$ cat src/logic/pfd_defs.svh
// Summary of operation
// - Quadrature mode: four counts per cycle
// - Quadrature counts both edges of A, B
// - Pulse mode: one channel, one count/cycle
// - High valid: capture while input 24 high
// - Low valid: capture while input 24 low
// - Match mode: two equal reads, ignore 24
// - Gray mode: decode gray, ignore 24
// - Word width never below eight bits
// - Match or gray width at most 16
// - Valid-line modes allow up to 23 bits
// - Unsigned interpretation by default
// - Signed option: zero at travel centre
`ifndef PFD_DEFS_SVH
`define PFD_DEFS_SVH
`define PFD_IN_W 24
`define PFD_VALID_BIT 23
`define PFD_MIN_BITS 5'h08
`define PFD_MAX_BITS_QUAL 5'h10
`define PFD_MAX_BITS_VALID 5'h17
`define PFD_CNT_W 32
`define PFD_CNT_RESET 32'h00000000
`define PFD_POS_RESET 24'h000000
`define PFD_SETTLE_CYCLES 2'h3
`endif

$ cat src/logic/pfd_pkg.sv
package pfd_pkg;
   typedef enum logic {
      PFD_ENC_QUAD = 1'b0,
      PFD_ENC_PULSE = 1'b1
   } pfd_enc_mode_t;
   typedef enum logic [1:0] {
      PFD_QUAL_HIGH = 2'b00,
      PFD_QUAL_LOW = 2'b01,
      PFD_QUAL_SAME = 2'b10,
      PFD_QUAL_GRAY = 2'b11
   } pfd_qual_t;
endpackage : pfd_pkg

$ cat src/logic/pfd_word_if.sv
`timescale 1ns/100ps
interface pfd_word_if;
   logic [23:0] raw;
   logic [23:0] word;
   logic take;
   modport qual (input raw, output word, output take);
   modport top (output raw, input word, input take);
endinterface : pfd_word_if

$ cat src/logic/pfd_word_qualifier.sv
`timescale 1ns/100ps
`include "pfd_defs.svh"
module pfd_word_qualifier (
   input wire logic clk,
   input wire logic reset_n,
   input wire pfd_pkg::pfd_qual_t qualMode,
   input wire logic [4:0] numBits,
   pfd_word_if.qual wordBus
);
   import pfd_pkg::*;
   logic [23:0] prevRaw;
   logic [23:0] mask;
   logic [23:0] masked;
   logic [23:0] grayBin;

   always_ff @(posedge clk or negedge reset_n) begin
      if (!reset_n) begin
         prevRaw <= `PFD_POS_RESET;
      end else begin
         prevRaw <= wordBus.raw;
      end
   end

   always_comb begin
      mask = ~(24'hFFFFFF << numBits);
      mask[`PFD_VALID_BIT] = 1'b0;
      masked = wordBus.raw & mask;
      grayBin[23] = masked[23];
      for (int i = 22; i >= 0; i--) begin
         grayBin[i] = grayBin[i + 1] ^ masked[i];
      end
   end

   always_comb begin
      wordBus.word = masked;
      wordBus.take = 1'b0;
      unique case (qualMode)
         PFD_QUAL_HIGH: wordBus.take = wordBus.raw[`PFD_VALID_BIT];
         PFD_QUAL_LOW: wordBus.take = !wordBus.raw[`PFD_VALID_BIT];
         PFD_QUAL_SAME: wordBus.take = (wordBus.raw & mask) == (prevRaw & mask);
         PFD_QUAL_GRAY: begin
            wordBus.word = grayBin;
            wordBus.take = 1'b1;
         end
      endcase
   end
endmodule : pfd_word_qualifier

$ cat src/logic/position_feedback_decoder.sv
`timescale 1ns/100ps
`include "pfd_defs.svh"
module position_feedback_decoder (
   input wire logic clk,
   input wire logic reset_n,
   input wire logic encA,
   input wire logic encB,
   input wire pfd_pkg::pfd_enc_mode_t encMode,
   input wire logic pulseUseB,
   input wire logic [23:0] ttlIn,
   input wire pfd_pkg::pfd_qual_t qualMode,
   input wire logic [4:0] dataBits,
   input wire logic signedWord,
   output logic [31:0] encCount,
   output logic [31:0] absPosition,
   output logic absUpdated
);
   import pfd_pkg::*;
   logic [1:0] syncA;
   logic [1:0] syncB;
   logic prevA;
   logic prevB;
   logic [23:0] ttlMeta;
   logic [23:0] ttlSync;
   logic [4:0] numBits;
   logic [23:0] heldWord;
   logic [4:0] heldBits;
   logic heldSigned;
   logic edgeA;
   logic edgeB;
   logic [31:0] next_encCount;
   logic [1:0] settleCnt;
   logic settled;
   logic accept;
   pfd_word_if wordBus ();

   // Pins cross in by two flip-flops; first stage is read only by the second
   always_ff @(posedge clk or negedge reset_n) begin
      if (!reset_n) begin
         syncA <= 2'h0;
         syncB <= 2'h0;
         prevA <= 1'b0;
         prevB <= 1'b0;
      end else begin
         syncA <= {syncA[0], encA};
         syncB <= {syncB[0], encB};
         prevA <= syncA[1];
         prevB <= syncB[1];
      end
   end

   always_ff @(posedge clk or negedge reset_n) begin
      if (!reset_n) begin
         ttlMeta <= `PFD_POS_RESET;
         ttlSync <= `PFD_POS_RESET;
      end else begin
         ttlMeta <= ttlIn;
         ttlSync <= ttlMeta;
      end
   end

   // Pin history is not trusted until both sync stages and the edge register
   // have filled; otherwise a pin idling high would count once after reset
   always_ff @(posedge clk or negedge reset_n) begin
      if (!reset_n) begin
         settleCnt <= 2'h0;
      end else if (settleCnt != `PFD_SETTLE_CYCLES) begin
         settleCnt <= settleCnt + 2'h1;
      end
   end

   assign settled = (settleCnt == `PFD_SETTLE_CYCLES);
   assign edgeA = settled && (syncA[1] ^ prevA);
   assign edgeB = settled && (syncB[1] ^ prevB);

   always_comb begin
      next_encCount = encCount;
      unique case (encMode)
         PFD_ENC_QUAD: begin
            // Direction from the standard A/B phase relation
            if (edgeA && !edgeB) begin
               next_encCount = (syncA[1] ^ syncB[1]) ? encCount - 32'h1 : encCount + 32'h1;
            end else if (edgeB && !edgeA) begin
               next_encCount = (syncA[1] ^ syncB[1]) ? encCount + 32'h1 : encCount - 32'h1;
            end
         end
         PFD_ENC_PULSE: begin
            // Rising edge only on the selected channel
            if (pulseUseB ? (edgeB && syncB[1]) : (edgeA && syncA[1])) begin
               next_encCount = encCount + 32'h1;
            end
         end
      endcase
   end

   always_ff @(posedge clk or negedge reset_n) begin
      if (!reset_n) begin
         encCount <= `PFD_CNT_RESET;
      end else begin
         encCount <= next_encCount;
      end
   end

   // Out-of-range width settings are clamped rather than rejected
   always_comb begin
      numBits = dataBits;
      if (numBits < `PFD_MIN_BITS) begin
         numBits = `PFD_MIN_BITS;
      end
      if ((qualMode == PFD_QUAL_SAME || qualMode == PFD_QUAL_GRAY) && numBits > `PFD_MAX_BITS_QUAL) begin
         numBits = `PFD_MAX_BITS_QUAL;
      end else if (numBits > `PFD_MAX_BITS_VALID) begin
         numBits = `PFD_MAX_BITS_VALID;
      end
   end

   assign wordBus.raw = ttlSync;

   pfd_word_qualifier u_qual (
      .clk(clk),
      .reset_n(reset_n),
      .qualMode(qualMode),
      .numBits(numBits),
      .wordBus(wordBus)
   );

   // Sync stages still holding reset values must not pass as a word
   assign accept = settled && wordBus.take;

   always_ff @(posedge clk or negedge reset_n) begin
      if (!reset_n) begin
         heldWord <= `PFD_POS_RESET;
         heldBits <= `PFD_MIN_BITS;
         heldSigned <= 1'b0;
         absUpdated <= 1'b0;
      end else begin
         absUpdated <= accept;
         if (accept) begin
            heldWord <= wordBus.word;
            heldBits <= numBits;
            heldSigned <= signedWord;
         end
      end
   end

   // Sign extend from the top data bit when signed, else zero extend
   always_ff @(posedge clk or negedge reset_n) begin
      if (!reset_n) begin
         absPosition <= 32'h00000000;
      end else if (heldSigned && heldWord[heldBits - 5'h1]) begin
         absPosition <= {8'h00, heldWord} | (32'hFFFFFFFF << heldBits);
      end else begin
         absPosition <= {8'h00, heldWord};
      end
   end
endmodule : position_feedback_decoder

$ cat config.mk
export PLATFORM = sky130hd
export DESIGN_NAME = position_feedback_decoder
export DESIGN_NICKNAME = d
export VERILOG_FILES = /design/src/logic/pfd_pkg.sv /design/src/logic/pfd_word_if.sv /design/src/logic/pfd_word_qualifier.sv /design/src/logic/position_feedback_decoder.sv
export VERILOG_INCLUDE_DIRS = /design/src /design/src/logic
export SDC_FILE = /design/constraint.sdc
export NUM_CORES = 1
export LEC_CHECK = 0
export BUFFER_PORTS_ARGS = -buffer_cell sky130_fd_sc_hd__buf_2
export CORE_ASPECT_RATIO = 1.1
export CORE_MARGIN = 5
export CORE_UTILIZATION = 50
export DETAILED_ROUTE_END_ITERATION = 6
export PLACE_DENSITY = 0.68
export SYNTH_ARGS = -nofsm -noshare
export SYNTH_HDL_FRONTEND = slang
export SYNTH_SLANG_ARGS = --single-unit
$ cat constraint.sdc
create_clock -name clk -period 3.6 [get_ports clk]
set_input_delay 0.36 -clock clk [delete_from_list [all_inputs] [get_ports clk]]
set_output_delay 0.36 -clock clk [all_outputs]
set_load 0.005 [all_outputs]
==> metrics.md, run 1 <==
| Metric | Value |
|---|---|
| Status | finished, violations left |
| Failing checks | negative hold slack |
| Ports | 103 |
| Total wire length | 15360 um |
| Max-cap violations | 0 |
| H-tree depth | 4 |
| Placed cell area | 8235 um^2 |
| TritonCTS clock tree | yes |
| Top cells by area, synth | dfrtp_1 56%, xor2_1 5.3%, xnor2_1 4.3%, nor2_1 3.1%, o21ai_0 2.5% |
| Vias per Instance | 5.402 |
| Clock-pin slew on the worst setup and hold paths | 0.06 ns |
| Setup crit end kind | register |
| Rel. slew slack | 50.68% |
| Die area | 17480 um^2 |
| Worst reg2reg setup slack | 0.33 ns |
| Final instance area | 8887 um^2 |
| Most frequent CP cell | ha_1 |
| Ys async rst share | 100.0% |
| Die Span X | 126.5 um |
| Reg2reg start | settleCnt[0] |
| Clk Latency, worst-skew pair | 0.42 ns |
| Syn nets | 720 |
| Chip height | 138.2 um |
| Unrepaired setup endpoints after global routing | no |
| Antenna violations before repair | 1 |
| Worst Path Required | 3.94 ns |
| Register area share after synthesis | 56.67% |
| Synthesis-to-finish area growth | 19.06% |
| RR Endpoint | encCount[26] |
| Hold Path Class | in -> async |
| Main synth FF type | dfrtp_1 |
| Post-CTS Hold Fix Bufs | 0 |
| Fmax | 306.0 MHz |
| Final Worst Setup Slack | 0.3323 ns |
| CTS sink count | 169 |
| Final #Nets | 825 |
| Setup TNS | 0 ns |
| Cells after DPL | 952 |
| Wire per inst | 15.61 um |
| Post-CTS sizing | 0 |
| Core Area | 14560 um^2 |
| CP delay by family, top | simple AND/OR/NAND/NOR gates |
| Filler cell count | 1205 |
| Post-DP HPWL | 11280 um |
| Cell Area, Synth | 7465 um^2 |
| Vias | 5316 |
| Num CTS Buffers | 17 |
| Area leader, netlist | dfrtp_1 |
| Crit path buffers/inverters | 0 |
| Max FO, Critical Path | 7 |
| Least-Margin Pin Slew | 0.7398 ns |
| Wire length of the first global-routing pass | 26020 um |
| Residual DRC | 0 |
| Static leakage | 4.203 nW |
| Yosys cell types | 55 |
| Slowest stage delay, CP | 0.53 ns |
| Commonest non-fill, non-tap cell in the layout | dfrtp_1 |
| Drt first pass iters | 5 |
| CTS Buffer Depth | 2 |
| Share of post-route cells with drive strength above 1 | 22.35% |
| RePlAce Congestion | 0.9494 |
| WP data arrival | 3.61 ns |
| Post-Layout Cell Count | 984 |
| Cell Pwr Density | 656.6 nW/um^2 |
| Root Driver | clkbuf_16 |
| Setup violations, final | 0 |
| Setup Crit Path Kind | reg -> reg |
| Diode count | 0 |
| Mapped Cells | 674 |
| Avg Inst Size Synth | 11.08 um^2 |
| Fin util | 61.03% |
| Reg2Reg Depth | 11 |
| Final hold vios | 2 |
| Peak VDD IR | 357.7 uV |
| Initial Util | 51.26% |
| Total GRT Usage | 18.26% |
| Total Power | 5.835 mW |
| Vias in the first global route | 5292 |
| Element type at the critical path start | register |
| Yosys reg bits | 169 |
| Synth warnings | 0 |
| Critical Path, Cell by Cell | ha_1, a21boi_0, ha_1, xnor3_1, nand2b_1, nand3_1, or3_1, nor3_1, nand4_1, a21oi_1, xor2_1 |
| Min Hold Slack | -0.001287 ns |
| Initial drt markers | 382 |
| Fin crit share | 90.77% |
| Clock Skews | 0.006253 ns |
| Rows | 46 |
| Post-CTS setup buffer count | 0 |
| Final min period | 3.268 ns |
| Pre-CTS setup slack | 0.1668 ns |
| Largest net degree at the start of global routing | 89 |
| Input/output buffers | 102 |
| Max-slew violation count | 0 |
| Most frequent cells in the layout | 168 x dfrtp_1, 101 x buf_2, 61 x nor2_1, 45 x xor2_1, 42 x nand2_1 |
| ANT nets after route | 0 |
| Yosys top cell area share | 56.32% |
| Congestion Overflow GR | 0 |
| EDFF count, synth | 0 |
| Crit path max-delay cell type | or3_1 |
==> worst max path at each step <==
stage                       startpoint             end  slack [ns]  cells after the start
after global placement     dataBits[0]     heldWord[5]        0.22                     10
after floorplan            heldBits[0]  absPosition[4]        0.29                     13
final                     settleCnt[0]    encCount[26]        0.33                     11
after global routing      settleCnt[0]    encCount[26]        0.05                     11
after detailed placement   dataBits[0]     heldWord[3]        0.17                     10
after CTS                 settleCnt[0]    encCount[26]        0.31                     11
==> cells in the mapped netlist (all sizes together), types with 6 or more instances <==
master  number
a21boi       8
nand2       42
clkbuf      27
nand4       10
nand3       12
nor4         9
a31oi       16
ha           8
xor2        45
dfrtp      168
a21oi       34
mux2i        6
a31o         8
a21o        17
nor2b        8
mux4         6
xnor2       37
nor3        14
or3         14
inv         24
o21ai       37
nor2        61
o31ai        6
==> flip-flops by register name, summed over array words and instances (netlist names), 5 cells and up <==
signal / cells
absPosition: 32
encCount: 32
ttlMeta: 24
ttlSync: 24
heldWord: 23
u_qual.prevRaw: 19
heldBits: 5
==> kinds of logic after synthesis <==
family,after synthesis,synth area share [%]
buffers and inverters,57,3.000
AND/OR/NAND/NOR,188,12.10
XOR/XNOR,86,10.88
adder cells (fa/ha/maj),9,1.475
flip-flops,169,56.67
AO/OA/AOI/OAI,148,12.50
multiplexers,17,3.369
==> power breakdown <==
group	internal, mW	switching [mW]
Combinational	0.626	0.678
Sequential	2.22	0.355
Clock	1.20	0.752
Total	4.05	1.79
==> layer usage <==
layer  global-route usage, %  vias up  wire length (um)
li1                        -     2551                 -
met1                   22.97     2540              6439
met2                   29.63      184              7585
met3                   5.200       39               867
met4                   7.679        2               455
met5                       0        -                13
==> area by class of cell <==
class | instances | area, um^2 | area share [%]
timing repair buffer | 118 | 649.4 | 7.307
clock buffer | 18 | 439.2 | 4.942
sequential | 169 | 4230 | 47.60
inverter | 25 | 93.84 | 1.056
multi-input combinational | 448 | 3022 | 34.00
tap | 192 | 240.2 | 2.703
clock inverter | 14 | 212.7 | 2.393
No activity file was read; power rests on OpenSTA's default activity.
==> inputs of run 2 (changes only) <==
==> constraint.sdc (replaced) <==
create_clock -name clk -period 3.02 [get_ports clk]
set_input_delay 0.302 -clock clk [delete_from_list [all_inputs] [get_ports clk]]
set_output_delay 0.302 -clock clk [all_outputs]
set_load 0.005 [all_outputs]
==> metrics.md, run 2 (synthesis results as in run 1) <==
| Metric | Value |
|---|---|
| Clk Latency, worst-skew pair | 0.43 ns (about the same) |
| NetSw | 2.209 mW (+24%) |
| Clock-pin slew on the worst setup and hold paths | 0.07 ns (about the same) |
| CTS Buffer Depth | 2 (unchanged) |
| Most frequent cells in the layout | 167 x dfrtp_1, 101 x buf_2, 61 x nor2_1, 45 x xor2_1, 43 x buf_4 |
| Part of the power in registers | 43.9% (-0.3 points) |
| Post-DP HPWL | 12170 um (+7.9%) |
| Final hold vios | 0 (-2) |
| Congestion Overflow GR | 0 (unchanged) |
| Fin util | 64.52% (+3.5 points) |
| RePlAce Congestion | 0.9259 (-2.5%) |
| Max-cap violations | 0 (unchanged) |
| Switch share | 31.56% (+0.97 points) |
| Diode count | 0 (unchanged) |
| Cell Pwr Density | 744.9 nW/um^2 (+13%) |
| Min Hold Slack | 0.1289 ns (+0.1302 ns) |
| Initial drt markers | 298 (-22%) |
| Peak VDD IR | 450.4 uV (+26%) |
| Clock power share | 32.1% (-1.4 points) |
| Residual DRC | 0 (unchanged) |
| Biggest regs | absPosition (32), encCount (32) |
| Share of post-route cells with drive strength above 1 | 25.24% (+2.9 points) |
| Wire per inst | 16.28 um (+4.3%) |
| Total GRT Usage | 20.00% (+1.7 points) |
| Root Driver | clkbuf_16 |
| Comb power frac | 24.0% (+1.7 points) |
| Clock Skews | 0.007851 ns (+0.001598 ns) |
| Slowest stage delay, CP | 0.50 ns (-0.03 ns) |
| WP data arrival | 3.26 ns (-0.35 ns) |
| Setup violations, final | 0 (unchanged) |
| Antenna violations before repair | 0 (-1) |
| Drt first pass iters | 5 (unchanged) |
| CTS sink count | 169 (unchanged) |
| Vias in the first global route | 5654 (+6.8%) |
| Least-Margin Pin Slew | 0.7317 ns (-0.008026 ns) |
| Wire length of the first global-routing pass | 28120 um (+8.1%) |
| Commonest non-fill, non-tap cell in the layout | dfrtp_1 |
| Total Power | 6.999 mW (+20%) |
| H-tree depth | 4 (unchanged) |
| Total wire length | 16940 um (+10%) |
| Ports | 103 (unchanged) |
| Critical Path, Cell by Cell | maj3_1, o221ai_1, a31oi_1, xor2_1, xnor3_2, xnor3_2, xnor2_1, or3_1, a31oi_1 |
| Chip height | 138.2 um (unchanged) |
| ANT nets after route | 0 (unchanged) |
| Die Span X | 126.5 um (unchanged) |
| Worst Path Required | 3.36 ns (-0.58 ns) |
| Fin crit share | 96.59% (+5.8 points) |
| Final #Nets | 881 (+6.8%) |
| Vias | 5655 (+6.4%) |
| Die area | 17480 um^2 (unchanged) |
| Setup crit end kind | register |
| TritonCTS clock tree | yes |
| Int Pwr | 4.790 mW (+18%) |
| Largest net degree at the start of global routing | 81 (-9.0%) |
| Num CTS Buffers | 17 (unchanged) |
| Rel. slew slack | 51.22% (+0.54 points) |
| Crit path max-delay cell type | xnor3_2 |
| Final min period | 2.917 ns (-0.3508 ns) |
| Hold Path Class | in -> reg |
| Status | finished clean |
| Max-slew violation count | 0 (unchanged) |
| Core Area | 14560 um^2 (unchanged) |
| Rows | 46 (unchanged) |
| Vias per Instance | 5.438 (+0.65%) |
| Element type at the critical path start | register |
| Input/output buffers | 102 (unchanged) |
| Final instance area | 9395 um^2 (+5.7%) |
| Setup Crit Path Kind | reg -> reg |
| Setup TNS | 0 ns (unchanged) |
| Static leakage | 4.457 nW (+6.0%) |
| Initial Util | 51.26% (unchanged) |
| Placed cell area | 8472 um^2 (+2.9%) |
| Fmax | 342.8 MHz (+12%) |
| Synthesis-to-finish area growth | 25.86% |
| Max FO, Critical Path | 3 (-4) |
## run 2: power by group through the flow
stage                     logic, mW  clock network (mW)  registers, mW
after floorplan                1.01                   0           3.01
after global placement         1.60                   0           3.07
after detailed placement       1.64                   0           3.10
after CTS                      1.67                2.29           3.06
after global routing           1.85                2.39           3.14
final                          1.68                2.24           3.07
## run 2: final timing paths
kind,from,depth (start not counted),slack (ns),to
min in group asynchronous,reset_n,2,0.48,absPosition[4]
min,signedWord,2,0.13,heldSigned
max reg2reg,ttlSync[17],9,0.10,heldWord[1]
min reg2reg,ttlMeta[21],0,0.35,ttlSync[21]
max,ttlSync[17],9,0.10,heldWord[1]
max in group asynchronous,reset_n,3,1.72,heldSigned
## run 2: routing by layer
metal	GRT usage (%)	routed length (um)	part of all wire, %	vias to the layer above
met5	0	0	0	-
met4	9.712	587	3.5	0
met3	4.507	925	5.5	42
met2	33.50	8574	51	206
met1	24.39	6848	40	2727
li1	-	-	-	2680
## run 2: area by class of cell
cell class                      count  area (um^2)
Sequential cell                   169         4232
Clock inverter                     14        186.4
Tap cell                          192        240.2
Inverter                           25        93.84
Multi-Input combinational cell    448         3064
Clock buffer                       18        429.2
Fill cell                        1135         5166
Timing Repair Buffer              174         1150
## run 2: critical path: cells and delay by family, from the launching register on
| kind | cells | cell delay (ns) |
|---|---|---|
| compound gates | 3 | 0.44 |
| flops | 1 | 0.39 |
| xor+xnor | 4 | 1.30 |
| fa+ha+maj | 1 | 0.36 |
| simple gates | 1 | 0.33 |
## run 2: what timing repair did
| item | CTS | global route |
|---|---|---|
| endpoints found under the hold margin | 103 | 0 |
| hold buffers | 27 | 0 |
| resized for setup | 0 | 8 |
| setup buffers | 0 | 1 |
| endpoints found under the setup margin | 0 | 15 |
## run 2: through the flow
stage	std cells	worst slack (ns)
floorplan	674	0.01291
global placement	980	-0.04213
detailed placement	980	-0.1805
CTS	1039	0.04212
global route	1040	-0.01351
finish	1040	0.1031
